===== src/verilog/relay_mod_pkg.sv =====
package relay_mod_pkg;
	// Register byte offsets
	localparam logic [7:0] ADDR_CTRL = 8'h00;
	localparam logic [7:0] ADDR_PERIOD = 8'h04;
	localparam logic [7:0] ADDR_MIN_ON = 8'h08;
	localparam logic [7:0] ADDR_MAX_RATE = 8'h0C;
	localparam logic [7:0] ADDR_FIXED = 8'h10;
	localparam logic [7:0] ADDR_DIAG_MAP = 8'h14;
	localparam logic [7:0] ADDR_ASSIGN_VIEW = 8'h18;
	localparam logic [7:0] ADDR_CLASS_MAP = 8'h1C;
	localparam logic [7:0] ADDR_STATUS = 8'h20;
	localparam logic [7:0] ADDR_IRQ_STATUS = 8'h24;
	localparam logic [7:0] ADDR_IRQ_CLEAR = 8'h28;
	localparam logic [7:0] ADDR_IRQ_ENABLE = 8'h2C;
	// Control register field positions
	localparam int CTRL_FUNC_LSB = 0;
	localparam int CTRL_MODE_BIT = 2;
	localparam int CTRL_ACT_LSB = 4;
	localparam int CTRL_HOLD_LSB = 8;
	localparam int CTRL_DMODE_LSB = 12;
	// Status register field positions
	localparam int STAT_RELAY_BIT = 0;
	localparam int STAT_PHASE_BIT = 1;
	localparam int STAT_FAULT_BIT = 2;
	localparam int STAT_HOLD_BIT = 3;
	localparam int STAT_MAG_LSB = 4;
	// Interrupt bit positions
	localparam int IRQ_ON_BIT = 0;
	localparam int IRQ_OFF_BIT = 1;
	localparam int IRQ_FAULT_BIT = 2;
	localparam int IRQ_CLAMP_BIT = 3;
	localparam int IRQ_W = 4;
	// Diagnostic messages, two class bits each
	localparam int NMSG = 16;
	// Times in units of 0.1 s
	localparam logic [15:0] PERIOD_MAX = 16'h2706;
	localparam logic [15:0] PERIOD_RST = 16'h0064;
	localparam logic [15:0] MIN_ON_LOW = 16'h0003;
	localparam logic [15:0] MIN_ON_RST = 16'h0003;
	localparam logic [7:0] RATE_MIN = 8'h01;
	localparam logic [7:0] RATE_MAX = 8'hB4;
	localparam logic [7:0] RATE_RST = 8'h3C;
	localparam logic [9:0] FULL_SCALE = 10'h3E8;
	localparam logic [15:0] HALF_MINUTE_TICKS = 16'h012C;
	// Time base: one tick every 0.1 s at 125 MHz
	localparam int TICK_NS = 100000000;
	localparam int CLK_NS = 8;
	localparam int TICK_CYCLES = TICK_NS / CLK_NS;

	typedef enum logic [1:0] {
		FN_OFF = 2'b00,
		FN_CTRL = 2'b01,
		FN_DIAG = 2'b10
	} func_t;
	typedef enum logic [1:0] {
		ACT_NONE = 2'b00,
		ACT_MINUS = 2'b01,
		ACT_PLUS = 2'b10
	} act_t;
	typedef enum logic [1:0] {
		HOLD_FREEZE = 2'b00,
		HOLD_FIXED = 2'b01,
		HOLD_IGNORE = 2'b10
	} hold_t;
	typedef enum logic [2:0] {
		DM_INDIV = 3'b000,
		DM_CLS_F = 3'b100,
		DM_CLS_C = 3'b101,
		DM_CLS_S = 3'b110,
		DM_CLS_M = 3'b111
	} dmode_t;
	typedef enum logic {
		PH_OFF = 1'b0,
		PH_ON = 1'b1
	} phase_t;
endpackage : relay_mod_pkg


===== src/verilog/relay_pulse_modulator_diag.sv =====
// Register access over AHB-Lite and the register addresses were left to the implementer.
`timescale 1ns/10ps
// What this block does
// - Pulse-frequency mode: fixed on-pulse length, only the off interval varies.
// - At maximum pulse rate the off interval equals the on-pulse length.
// - Controller part driving relay: none, increasing or decreasing; default none.
// - Pulse-width period from minimum on-time to 999.0 s, default 10.0 s.
// - Period is kept at or above the minimum on-time, each clamps other.
// - Width mode drops pulses shorter than minimum on-time (0.3 s default).
// - Maximum pulse rate 1 to 180 per minute, default 60, sets pulse length.
// - Hold behaviour selectable: freeze, fixed value or ignore; default ignore.
// - Freeze keeps last value, fixed outputs user value, ignore has no effect.
// - Width mode keeps period on plus off constant, varies only duty.
// - Diagnostics relay is fail-safe: energized without error, drops on error.
// - The alarm relay always works fail-safe.
// - Diagnostics source is one of four classes or individual assignment.
// - Individual mode uses exactly the messages mapped to this relay.
// - Class mode uses all messages of the class; classes are reassignable.
// - Message assignment is accepted only while function is diagnostics.
// - The assigned message list is shown read-only.
module relay_pulse_modulator_diag #(
	parameter int TICK_CYCLES = relay_mod_pkg::TICK_CYCLES,
	parameter bit IS_ALARM = 1'b0
) (
	input wire logic hclk,
	input wire logic hresetn,
	input wire logic hsel,
	input wire logic [7:0] haddr,
	input wire logic [1:0] htrans,
	input wire logic hwrite,
	input wire logic [2:0] hsize,
	input wire logic [31:0] hwdata,
	input wire logic hready,
	output logic [31:0] hrdata,
	output logic hreadyout,
	output logic hresp,
	input wire logic signed [10:0] ctrl_value,
	input wire logic hold_req,
	input wire logic [relay_mod_pkg::NMSG-1:0] diag_msg,
	output logic relay_on,
	output logic irq
);
	localparam relay_mod_pkg::func_t FN_RST = IS_ALARM ?
		relay_mod_pkg::FN_DIAG : relay_mod_pkg::FN_OFF;
	localparam relay_mod_pkg::dmode_t DM_RST = IS_ALARM ?
		relay_mod_pkg::DM_CLS_F : relay_mod_pkg::DM_INDIV;

	// Bus state
	logic wr_pend_ff;
	logic rd_pend_ff;
	logic [7:0] addr_ff;
	logic [31:0] hrdata_ff;
	logic hreadyout_ff;
	logic take;
	// Configuration
	relay_mod_pkg::func_t func_ff;
	logic mode_pfm_ff;
	relay_mod_pkg::act_t act_ff;
	relay_mod_pkg::hold_t hold_ff;
	relay_mod_pkg::dmode_t dmode_ff;
	logic [15:0] period_ff;
	logic [15:0] min_on_ff;
	logic [7:0] rate_ff;
	logic [9:0] fixed_ff;
	logic [relay_mod_pkg::NMSG-1:0] map_ff;
	logic [2*relay_mod_pkg::NMSG-1:0] class_ff;
	logic clamp_evt;
	// Interrupts
	logic [relay_mod_pkg::IRQ_W-1:0] irq_stat_ff;
	logic [relay_mod_pkg::IRQ_W-1:0] irq_en_ff;
	logic [relay_mod_pkg::IRQ_W-1:0] irq_set;
	logic [relay_mod_pkg::IRQ_W-1:0] irq_clr;
	logic irq_ff;
	// Modulator
	logic [31:0] tick_cnt_ff;
	logic tick_ff;
	logic [9:0] sel_mag;
	logic [9:0] mag_ff;
	logic signed [10:0] neg_val;
	relay_mod_pkg::phase_t phase_ff;
	logic [19:0] remain_ff;
	logic [19:0] off_len_ff;
	logic [25:0] pw_prod;
	logic [15:0] pw_on;
	logic [8:0] pf_t1;
	logic [19:0] pf_per;
	logic [19:0] pf_t0;
	// Diagnostics
	logic [relay_mod_pkg::NMSG-1:0] cls_hit;
	logic [relay_mod_pkg::NMSG-1:0] fault_vec;
	logic fault;
	logic fault_ff;
	logic relay_ff;
	logic nxt_relay;

	assign hrdata = hrdata_ff;
	assign hreadyout = hreadyout_ff;
	assign hresp = 1'b0;
	assign relay_on = relay_ff;
	assign irq = irq_ff;

	assign take = hsel & htrans[1] & hready;

	// Address phase capture; reads take one wait state
	always_ff @(posedge hclk or negedge hresetn) begin
		if (!hresetn) begin
			wr_pend_ff <= 1'b0;
			rd_pend_ff <= 1'b0;
			addr_ff <= 8'h00;
		end else if (hready) begin
			wr_pend_ff <= take & hwrite;
			rd_pend_ff <= take & ~hwrite;
			addr_ff <= {haddr[7:2], 2'b00};
		end else begin
			wr_pend_ff <= 1'b0;
		end
	end

	always_ff @(posedge hclk or negedge hresetn) begin
		if (!hresetn) begin
			hreadyout_ff <= 1'b1;
		end else if (take & ~hwrite) begin
			hreadyout_ff <= 1'b0;
		end else begin
			hreadyout_ff <= 1'b1;
		end
	end

	// Read data, registered in the wait state
	always_ff @(posedge hclk or negedge hresetn) begin
		if (!hresetn) begin
			hrdata_ff <= 32'h00000000;
		end else if (rd_pend_ff & ~hreadyout_ff) begin
			unique case (addr_ff)
				relay_mod_pkg::ADDR_CTRL: hrdata_ff <= {17'h00000, dmode_ff,
					2'h0, hold_ff, 2'h0, act_ff, 1'b0, mode_pfm_ff, func_ff};
				relay_mod_pkg::ADDR_PERIOD: hrdata_ff <= {16'h0000, period_ff};
				relay_mod_pkg::ADDR_MIN_ON: hrdata_ff <= {16'h0000, min_on_ff};
				relay_mod_pkg::ADDR_MAX_RATE: hrdata_ff <= {24'h000000, rate_ff};
				relay_mod_pkg::ADDR_FIXED: hrdata_ff <= {22'h000000, fixed_ff};
				relay_mod_pkg::ADDR_DIAG_MAP: hrdata_ff <= {16'h0000, map_ff};
				relay_mod_pkg::ADDR_ASSIGN_VIEW: begin
					hrdata_ff <= {16'h0000, map_ff};
				end
				relay_mod_pkg::ADDR_CLASS_MAP: hrdata_ff <= class_ff;
				relay_mod_pkg::ADDR_STATUS: hrdata_ff <= {18'h00000, mag_ff,
					hold_req, fault_ff, phase_ff, relay_ff};
				relay_mod_pkg::ADDR_IRQ_STATUS: hrdata_ff <= {28'h0000000,
					irq_stat_ff};
				relay_mod_pkg::ADDR_IRQ_ENABLE: hrdata_ff <= {28'h0000000,
					irq_en_ff};
				default: hrdata_ff <= 32'h00000000;
			endcase
		end
	end

	// Control register
	always_ff @(posedge hclk or negedge hresetn) begin
		if (!hresetn) begin
			func_ff <= FN_RST;
			mode_pfm_ff <= 1'b0;
			act_ff <= relay_mod_pkg::ACT_NONE;
			hold_ff <= relay_mod_pkg::HOLD_IGNORE;
			dmode_ff <= DM_RST;
		end else if (wr_pend_ff && addr_ff == relay_mod_pkg::ADDR_CTRL) begin
			if (!IS_ALARM && hwdata[relay_mod_pkg::CTRL_FUNC_LSB+:2] != 2'h3) begin
				func_ff <= relay_mod_pkg::func_t'(
					hwdata[relay_mod_pkg::CTRL_FUNC_LSB+:2]);
			end
			mode_pfm_ff <= hwdata[relay_mod_pkg::CTRL_MODE_BIT];
			if (hwdata[relay_mod_pkg::CTRL_ACT_LSB+:2] != 2'h3) begin
				act_ff <= relay_mod_pkg::act_t'(
					hwdata[relay_mod_pkg::CTRL_ACT_LSB+:2]);
			end
			if (hwdata[relay_mod_pkg::CTRL_HOLD_LSB+:2] != 2'h3) begin
				hold_ff <= relay_mod_pkg::hold_t'(
					hwdata[relay_mod_pkg::CTRL_HOLD_LSB+:2]);
			end
			if (hwdata[relay_mod_pkg::CTRL_DMODE_LSB+2] ||
				hwdata[relay_mod_pkg::CTRL_DMODE_LSB+:2] == 2'h0) begin
				dmode_ff <= relay_mod_pkg::dmode_t'(
					hwdata[relay_mod_pkg::CTRL_DMODE_LSB+:3]);
			end
		end
	end

	// Timing and fixed settings, each clamped to its limits; period and minimum on-time against each other
	always_ff @(posedge hclk or negedge hresetn) begin
		if (!hresetn) begin
			period_ff <= relay_mod_pkg::PERIOD_RST;
			min_on_ff <= relay_mod_pkg::MIN_ON_RST;
			rate_ff <= relay_mod_pkg::RATE_RST;
			fixed_ff <= 10'h000;
		end else if (wr_pend_ff) begin
			unique case (addr_ff)
				relay_mod_pkg::ADDR_PERIOD: begin
					if (hwdata[31:0] > {16'h0000, relay_mod_pkg::PERIOD_MAX}) begin
						period_ff <= relay_mod_pkg::PERIOD_MAX;
					end else if (hwdata[15:0] < min_on_ff) begin
						period_ff <= min_on_ff;
					end else begin
						period_ff <= hwdata[15:0];
					end
				end
				relay_mod_pkg::ADDR_MIN_ON: begin
					if (hwdata[31:0] > {16'h0000, period_ff}) begin
						min_on_ff <= period_ff;
					end else if (hwdata[15:0] < relay_mod_pkg::MIN_ON_LOW) begin
						min_on_ff <= relay_mod_pkg::MIN_ON_LOW;
					end else begin
						min_on_ff <= hwdata[15:0];
					end
				end
				relay_mod_pkg::ADDR_MAX_RATE: begin
					if (hwdata[31:0] > {24'h000000, relay_mod_pkg::RATE_MAX}) begin
						rate_ff <= relay_mod_pkg::RATE_MAX;
					end else if (hwdata[7:0] < relay_mod_pkg::RATE_MIN) begin
						rate_ff <= relay_mod_pkg::RATE_MIN;
					end else begin
						rate_ff <= hwdata[7:0];
					end
				end
				relay_mod_pkg::ADDR_FIXED: begin
					if (hwdata[31:0] > {22'h000000, relay_mod_pkg::FULL_SCALE}) begin
						fixed_ff <= relay_mod_pkg::FULL_SCALE;
					end else begin
						fixed_ff <= hwdata[9:0];
					end
				end
				default: begin
				end
			endcase
		end
	end

	// A write that had to be clamped raises an event
	always_comb begin
		clamp_evt = 1'b0;
		if (wr_pend_ff) begin
			unique case (addr_ff)
				relay_mod_pkg::ADDR_PERIOD: clamp_evt =
					hwdata[31:0] > {16'h0000, relay_mod_pkg::PERIOD_MAX} ||
					hwdata[15:0] < min_on_ff;
				relay_mod_pkg::ADDR_MIN_ON: clamp_evt =
					hwdata[31:0] > {16'h0000, period_ff} ||
					hwdata[15:0] < relay_mod_pkg::MIN_ON_LOW;
				relay_mod_pkg::ADDR_MAX_RATE: clamp_evt =
					hwdata[31:0] > {24'h000000, relay_mod_pkg::RATE_MAX} ||
					hwdata[7:0] < relay_mod_pkg::RATE_MIN;
				relay_mod_pkg::ADDR_FIXED: clamp_evt =
					hwdata[31:0] > {22'h000000, relay_mod_pkg::FULL_SCALE};
				default: clamp_evt = 1'b0;
			endcase
		end
	end

	// Message assignment and class tables
	always_ff @(posedge hclk or negedge hresetn) begin
		if (!hresetn) begin
			map_ff <= '0;
			class_ff <= '0;
		end else if (wr_pend_ff) begin
			if (addr_ff == relay_mod_pkg::ADDR_DIAG_MAP &&
				func_ff == relay_mod_pkg::FN_DIAG) begin
				map_ff <= hwdata[relay_mod_pkg::NMSG-1:0];
			end
			if (addr_ff == relay_mod_pkg::ADDR_CLASS_MAP) begin
				class_ff <= hwdata;
			end
		end
	end

	// Sticky interrupt status; a set wins over a clear
	always_comb begin
		irq_set = '0;
		irq_set[relay_mod_pkg::IRQ_ON_BIT] = nxt_relay & ~relay_ff;
		irq_set[relay_mod_pkg::IRQ_OFF_BIT] = ~nxt_relay & relay_ff;
		irq_set[relay_mod_pkg::IRQ_FAULT_BIT] = fault & ~fault_ff;
		irq_set[relay_mod_pkg::IRQ_CLAMP_BIT] = clamp_evt;
		irq_clr = '0;
		if (wr_pend_ff && addr_ff == relay_mod_pkg::ADDR_IRQ_CLEAR) begin
			irq_clr = hwdata[relay_mod_pkg::IRQ_W-1:0];
		end
	end

	always_ff @(posedge hclk or negedge hresetn) begin
		if (!hresetn) begin
			irq_stat_ff <= '0;
		end else begin
			irq_stat_ff <= (irq_stat_ff & ~irq_clr) | irq_set;
		end
	end

	always_ff @(posedge hclk or negedge hresetn) begin
		if (!hresetn) begin
			irq_en_ff <= '0;
		end else if (wr_pend_ff && addr_ff == relay_mod_pkg::ADDR_IRQ_ENABLE) begin
			irq_en_ff <= hwdata[relay_mod_pkg::IRQ_W-1:0];
		end
	end

	always_ff @(posedge hclk or negedge hresetn) begin
		if (!hresetn) begin
			irq_ff <= 1'b0;
		end else begin
			irq_ff <= |(((irq_stat_ff & ~irq_clr) | irq_set) & irq_en_ff);
		end
	end

	// Time base, one pulse per 0.1 s
	always_ff @(posedge hclk or negedge hresetn) begin
		if (!hresetn) begin
			tick_cnt_ff <= 32'h00000000;
			tick_ff <= 1'b0;
		end else if (tick_cnt_ff >= 32'(TICK_CYCLES - 1)) begin
			tick_cnt_ff <= 32'h00000000;
			tick_ff <= 1'b1;
		end else begin
			tick_cnt_ff <= tick_cnt_ff + 32'h00000001;
			tick_ff <= 1'b0;
		end
	end

	// Unipolar share of the manipulated variable
	assign neg_val = -ctrl_value;
	always_comb begin
		sel_mag = 10'h000;
		unique case (act_ff)
			relay_mod_pkg::ACT_PLUS: begin
				if (ctrl_value > 11'sh000) begin
					sel_mag = ctrl_value[9:0];
				end
			end
			relay_mod_pkg::ACT_MINUS: begin
				if (ctrl_value < 11'sh000) begin
					sel_mag = neg_val[9:0];
				end
			end
			default: sel_mag = 10'h000;
		endcase
		if (sel_mag > relay_mod_pkg::FULL_SCALE) begin
			sel_mag = relay_mod_pkg::FULL_SCALE;
		end
	end

	// Hold handling of the magnitude
	always_ff @(posedge hclk or negedge hresetn) begin
		if (!hresetn) begin
			mag_ff <= 10'h000;
		end else if (hold_req && hold_ff == relay_mod_pkg::HOLD_FREEZE) begin
			mag_ff <= mag_ff;
		end else if (hold_req && hold_ff == relay_mod_pkg::HOLD_FIXED) begin
			mag_ff <= fixed_ff;
		end else begin
			mag_ff <= sel_mag;
		end
	end

	// Width mode on-time, frequency mode pulse and interval
	always_comb begin
		pw_prod = {10'h000, period_ff} * {16'h0000, mag_ff};
		pw_on = 16'(pw_prod / 26'd1000);
		if (pw_on < min_on_ff) begin
			pw_on = 16'h0000;
		end
		pf_t1 = 9'(relay_mod_pkg::HALF_MINUTE_TICKS / {8'h00, rate_ff});
		pf_per = 20'h00000;
		if (mag_ff != 10'h000) begin
			pf_per = ({11'h000, pf_t1} * 20'd2000) / {10'h000, mag_ff};
		end
		pf_t0 = pf_per - {11'h000, pf_t1};
	end

	// Modulator sequencing on the time base
	always_ff @(posedge hclk or negedge hresetn) begin
		if (!hresetn) begin
			phase_ff <= relay_mod_pkg::PH_OFF;
			remain_ff <= 20'h00001;
			off_len_ff <= 20'h00000;
		end else if (func_ff != relay_mod_pkg::FN_CTRL) begin
			phase_ff <= relay_mod_pkg::PH_OFF;
			remain_ff <= 20'h00001;
		end else if (tick_ff) begin
			if (remain_ff > 20'h00001) begin
				remain_ff <= remain_ff - 20'h00001;
			end else if (phase_ff == relay_mod_pkg::PH_ON &&
				off_len_ff != 20'h00000) begin
				phase_ff <= relay_mod_pkg::PH_OFF;
				remain_ff <= off_len_ff;
			end else if (!mode_pfm_ff) begin
				if (pw_on != 16'h0000) begin
					phase_ff <= relay_mod_pkg::PH_ON;
					remain_ff <= {4'h0, pw_on};
					off_len_ff <= {4'h0, period_ff - pw_on};
				end else begin
					phase_ff <= relay_mod_pkg::PH_OFF;
					remain_ff <= {4'h0, period_ff};
				end
			end else if (mag_ff != 10'h000) begin
				phase_ff <= relay_mod_pkg::PH_ON;
				remain_ff <= {11'h000, pf_t1};
				off_len_ff <= pf_t0;
			end else begin
				phase_ff <= relay_mod_pkg::PH_OFF;
				remain_ff <= 20'h00001;
			end
		end
	end

	// Diagnostic fault selection per message
	genvar gi;
	generate
		for (gi = 0; gi < relay_mod_pkg::NMSG; gi++) begin : g_msg
			assign cls_hit[gi] = dmode_ff[2] &&
				class_ff[2*gi+:2] == dmode_ff[1:0];
		end
	endgenerate

	assign fault_vec = diag_msg & ((dmode_ff == relay_mod_pkg::DM_INDIV) ?
		map_ff : cls_hit);
	assign fault = |fault_vec;

	always_ff @(posedge hclk or negedge hresetn) begin
		if (!hresetn) begin
			fault_ff <= 1'b0;
		end else begin
			fault_ff <= fault;
		end
	end

	// Relay drive
	always_comb begin
		unique case (func_ff)
			relay_mod_pkg::FN_CTRL: nxt_relay = (phase_ff == relay_mod_pkg::PH_ON);
			relay_mod_pkg::FN_DIAG: nxt_relay = ~fault;
			default: nxt_relay = 1'b0;
		endcase
	end

	always_ff @(posedge hclk or negedge hresetn) begin
		if (!hresetn) begin
			relay_ff <= 1'b0;
		end else begin
			relay_ff <= nxt_relay;
		end
	end
endmodule : relay_pulse_modulator_diag


===== config.mk =====
export PLATFORM = sky130hd
export DESIGN_NAME = relay_pulse_modulator_diag
export DESIGN_NICKNAME = d
export VERILOG_FILES = /design/src/verilog/relay_mod_pkg.sv /design/src/verilog/relay_pulse_modulator_diag.sv
export SDC_FILE = /design/constraint.sdc
export NUM_CORES = 2
export LEC_CHECK = 0
export BUFFER_PORTS_ARGS = -buffer_cell sky130_fd_sc_hd__buf_4
export CELL_PAD_IN_SITES_DETAIL_PLACEMENT = 0
export CELL_PAD_IN_SITES_GLOBAL_PLACEMENT = 1
export CORE_UTILIZATION = 40
export DETAILED_ROUTE_END_ITERATION = 6
export PLACE_DENSITY_LB_ADDON = 0.1
export SYNTH_ARGS = -nofsm -noshare
export SYNTH_HDL_FRONTEND = slang
export SYNTH_SLANG_ARGS = --single-unit

===== constraint.sdc =====
create_clock -name hclk -period 84.9 [get_ports hclk]
set_clock_uncertainty 0.1 [all_clocks]
set_input_delay 4.245 -clock hclk [delete_from_list [all_inputs] [get_ports hclk]]
set_output_delay 4.245 -clock hclk [all_outputs]
set_load 0.05 [all_outputs]

==> results.sh <==
export IMPL_status="complete, but fails checks"
export IMPL_violations="design-rule violations"
export IMPL_overflow=0
export IMPL_cp_max_fo=18
export IMPL_synth_seq_area_share_pct=16.1
export IMPL_grt_pass1_vias=34000
export IMPL_via_per_inst=5.81
export IMPL_syn_to_final_growth_pct=11.2
export IMPL_gp_congestion=0.892
export IMPL_numPortBuffers=106
export IMPL_path_class="register to register"
export IMPL_layout_commonest_cell="nand2_1"
export IMPL_max_stage_delay_ns=0.58
export IMPL_synth_top_cell_area_share_pct=15.3
export IMPL_clk_path_buf_depth=3
export IMPL_cp_start_kind="register"
export IMPL_final_hold_violation_count=0
export IMPL_slew_viol_final=0
export IMPL_die_area_um2=96300
export IMPL_post_route_period_util_pct=92.3
export IMPL_nets=5587
export IMPL_min_path_type="register to register"
export IMPL_cts_tree="yes"
export IMPL_wl_per_cell_um=20.9
export IMPL_maxCapViolations=0
export IMPL_drcViolationCount=3
export IMPL_finalCriticalPeriod_ns=78.35
export IMPL_cp_num_buf_inv=36
export IMPL_worst_pin_slew_ns=1.32
export IMPL_ant_nets=0
export IMPL_cts_root_buf="clkbuf_16"
export IMPL_yosysUniqueCellTypes=124
export IMPL_antenna_found_initial=0
export IMPL_ioPinCount=114
export IMPL_grt_pass1_wl_um=202000
export IMPL_relSlewSlack_pct=11.3
export IMPL_core_area_um2=93700
export IMPL_grt_max_degree=98
export IMPL_ys_seq_elements=244
export IMPL_dr_pass1_iters=7
export IMPL_cp_required_ns=85.23
export IMPL_layout_common_cells="487 x nand2_1, 482 x nor2_1, 415 x ha_1"
export IMPL_clk_latency_ns=0.57
export IMPL_ff2ff_setup_slack_ns=6.55
export IMPL_avgSynthCellArea_um2=7.87
export IMPL_synth_area_leaders="dfrtp_1 15%, ha_1 14%, fa_1 7.3%, nor2_1 4.8%, nand2_1 4.8%"
export IMPL_die_h_um=310
export IMPL_nFillCells=9548
export IMPL_path_delay_family="compound AO/OA/AOI/OAI gates"
export IMPL_synth_area_um2=38000
export IMPL_cp_arrival_ns=78.68
export IMPL_synth_cells=4833
export IMPL_crit_top_cell="o21a_1"
export IMPL_vias=36200
export IMPL_synth_edff_count=0
export IMPL_synth_async_reset_ratio_pct=100
export IMPL_dp_hpwl_um=101000
export IMPL_endpoint_kind="register"
export IMPL_start_util_pct=40.6
export IMPL_antennaDiodeCount=0
export IMPL_rows=112
export IMPL_drt_iter0_markers=2434
export IMPL_drive_gt1_share_pct=13.1
export IMPL_fp_dieW_um=310
export IMPL_path_clk_slew_ns=0.07
export IMPL_yosys_area_top_type="dfrtp_1"
export IMPL_synth_ff_type="dfrtp_1"
export IMPL_hold_slack_ns=0.376
export IMPL_htreeDepth=1
export IMPL_setup_viol=0
export IMPL_wl_um=130000
export IMPL_yosysWarnings=0
export IMPL_grt_total_usage_pct=26.7
export IMPL_cts_buffers=28
export IMPL_numClockSinks=244
export IMPL_slowest_stage="or4_1"
export IMPL_fmax_ghz=0.0128
## sequential cells by signal (all words and copies together) (netlist names), 4 cells and up
name / cells
tick_cnt_ff: 32
irq_en_ff: 4
hrdata: 32
off_len_ff: 20
rate_ff: 8
min_on_ff: 16
remain_ff: 20
irq_stat_ff: 4
map_ff: 16
mag_ff: 10
fixed_ff: 10
addr_ff: 6
class_ff: 32
period_ff: 16
## final timing paths
path / from / endpoint / depth (start not counted)
setup / recovery: rate_ff[7] / off_len_ff[14] / 428
hold / removal: hrdata[5] / hrdata[5] / 2
setup reg to reg: rate_ff[7] / off_len_ff[14] / 428
hold reg to reg: hrdata[5] / hrdata[5] / 2
max in group asynchronous: hresetn / rate_ff[1] / 3
min in group asynchronous: hresetn / class_ff[19] / 1
## Yosys cell counts (13+ instances only)
| library cell | instances |
|---|---|
| o211a_1 | 13 |
| nor3_1 | 192 |
| a31oi_1 | 35 |
| ha_1 | 417 |
| o211ai_1 | 30 |
| nor4_1 | 32 |
| nand3_1 | 93 |
| nand2b_1 | 87 |
| a22o_1 | 25 |
| buf_2 | 24 |
| a21oi_1 | 276 |
| o221ai_1 | 13 |
| o21ai_0 | 272 |
| or2_2 | 26 |
| o31ai_1 | 78 |
| mux2_2 | 133 |
| or3_1 | 37 |
| dfrtp_1 | 232 |
| o21ai_1 | 35 |
| and2_1 | 49 |
| xor2_1 | 71 |
| clkbuf_1 | 147 |
| fa_1 | 138 |
| o21a_1 | 161 |
| inv_1 | 281 |
| buf_1 | 19 |
| mux2i_1 | 94 |
| a221oi_1 | 21 |
| mux2_1 | 15 |
| a211oi_1 | 35 |
| and3_1 | 24 |
| nor2_1 | 488 |
| o22ai_1 | 40 |
| xnor2_1 | 171 |
| a21o_1 | 109 |
| nand4_1 | 50 |
| nand2_1 | 487 |
| a22oi_1 | 36 |
| nor2b_1 | 52 |
## cells by family (layout without fill, tap and decap cells)
logic type / after synthesis / in the layout / synth area share (%)
xor+xnor: 242 / 242 / 5.57
compound gates: 1361 / 1361 / 24.4
simple gates: 1689 / 1689 / 20.9
buf+inv: 491 / 626 / 4.97
flops: 244 / 244 / 16.1
mux: 246 / 246 / 7.03
other cells: 1 / 9 / 0.00986
fa+ha+maj: 559 / 559 / 21.1
## per-layer routing
metal,part of all wire [%],global-route usage (%),vias up
li1,-,-,17700
met1,48,38.8,17600
met2,46,43.7,765
met3,4.6,2.15,108
met4,1.4,3.41,0
met5,0,0,-
## worst register-to-register path: cells and delay by family, from the launching register on
kind / cells / cell delay [ns]
fa+ha+maj: 41 / 12.72
xor+xnor: 1 / 0.17
buf+inv: 36 / 5.14
simple gates: 109 / 16.12
flops: 1 / 0.49
mux: 8 / 2.13
compound gates: 233 / 41.36
## cell type report
class                           count  area, µm²  area share, %
Tap cell                         1254       1570           3.71
Clock buffer                       37        786           1.86
Sequential cell                   244       6130           14.5
Clock inverter                     15        208          0.491
Inverter                          297       1140           2.70
Multi-Input combinational cell   4106      30400           71.8
Timing Repair inverter              1       5.00         0.0118
Timing Repair Buffer              276       2100           4.96
## repair_timing
item                       4_1_cts  5_1_grt
setup endpoints to repair        0       20
hold buffers                     0        0
setup buffers                    0       28
gates resized for setup          0       98
## per-stage QoR
step	cell area, µm²	utilization [%]	setup WS (ns)	TNS, ns	std cells
4_1_cts	41800	44.6	1.08	0	6201
6_report	42300	45.1	6.55	0	6230
3_3_place_gp	40800	43.5	1.56	0	6149
3_5_place_dp	40800	43.5	1.56	0	6149
5_1_grt	42300	45.1	-0.119	-0.197	6230
2_1_floorplan	38100	-	3.27	0	4841
Power is not shown: default switching activity piles up to over one toggle a cycle in this logic, so the estimate is an artifact.
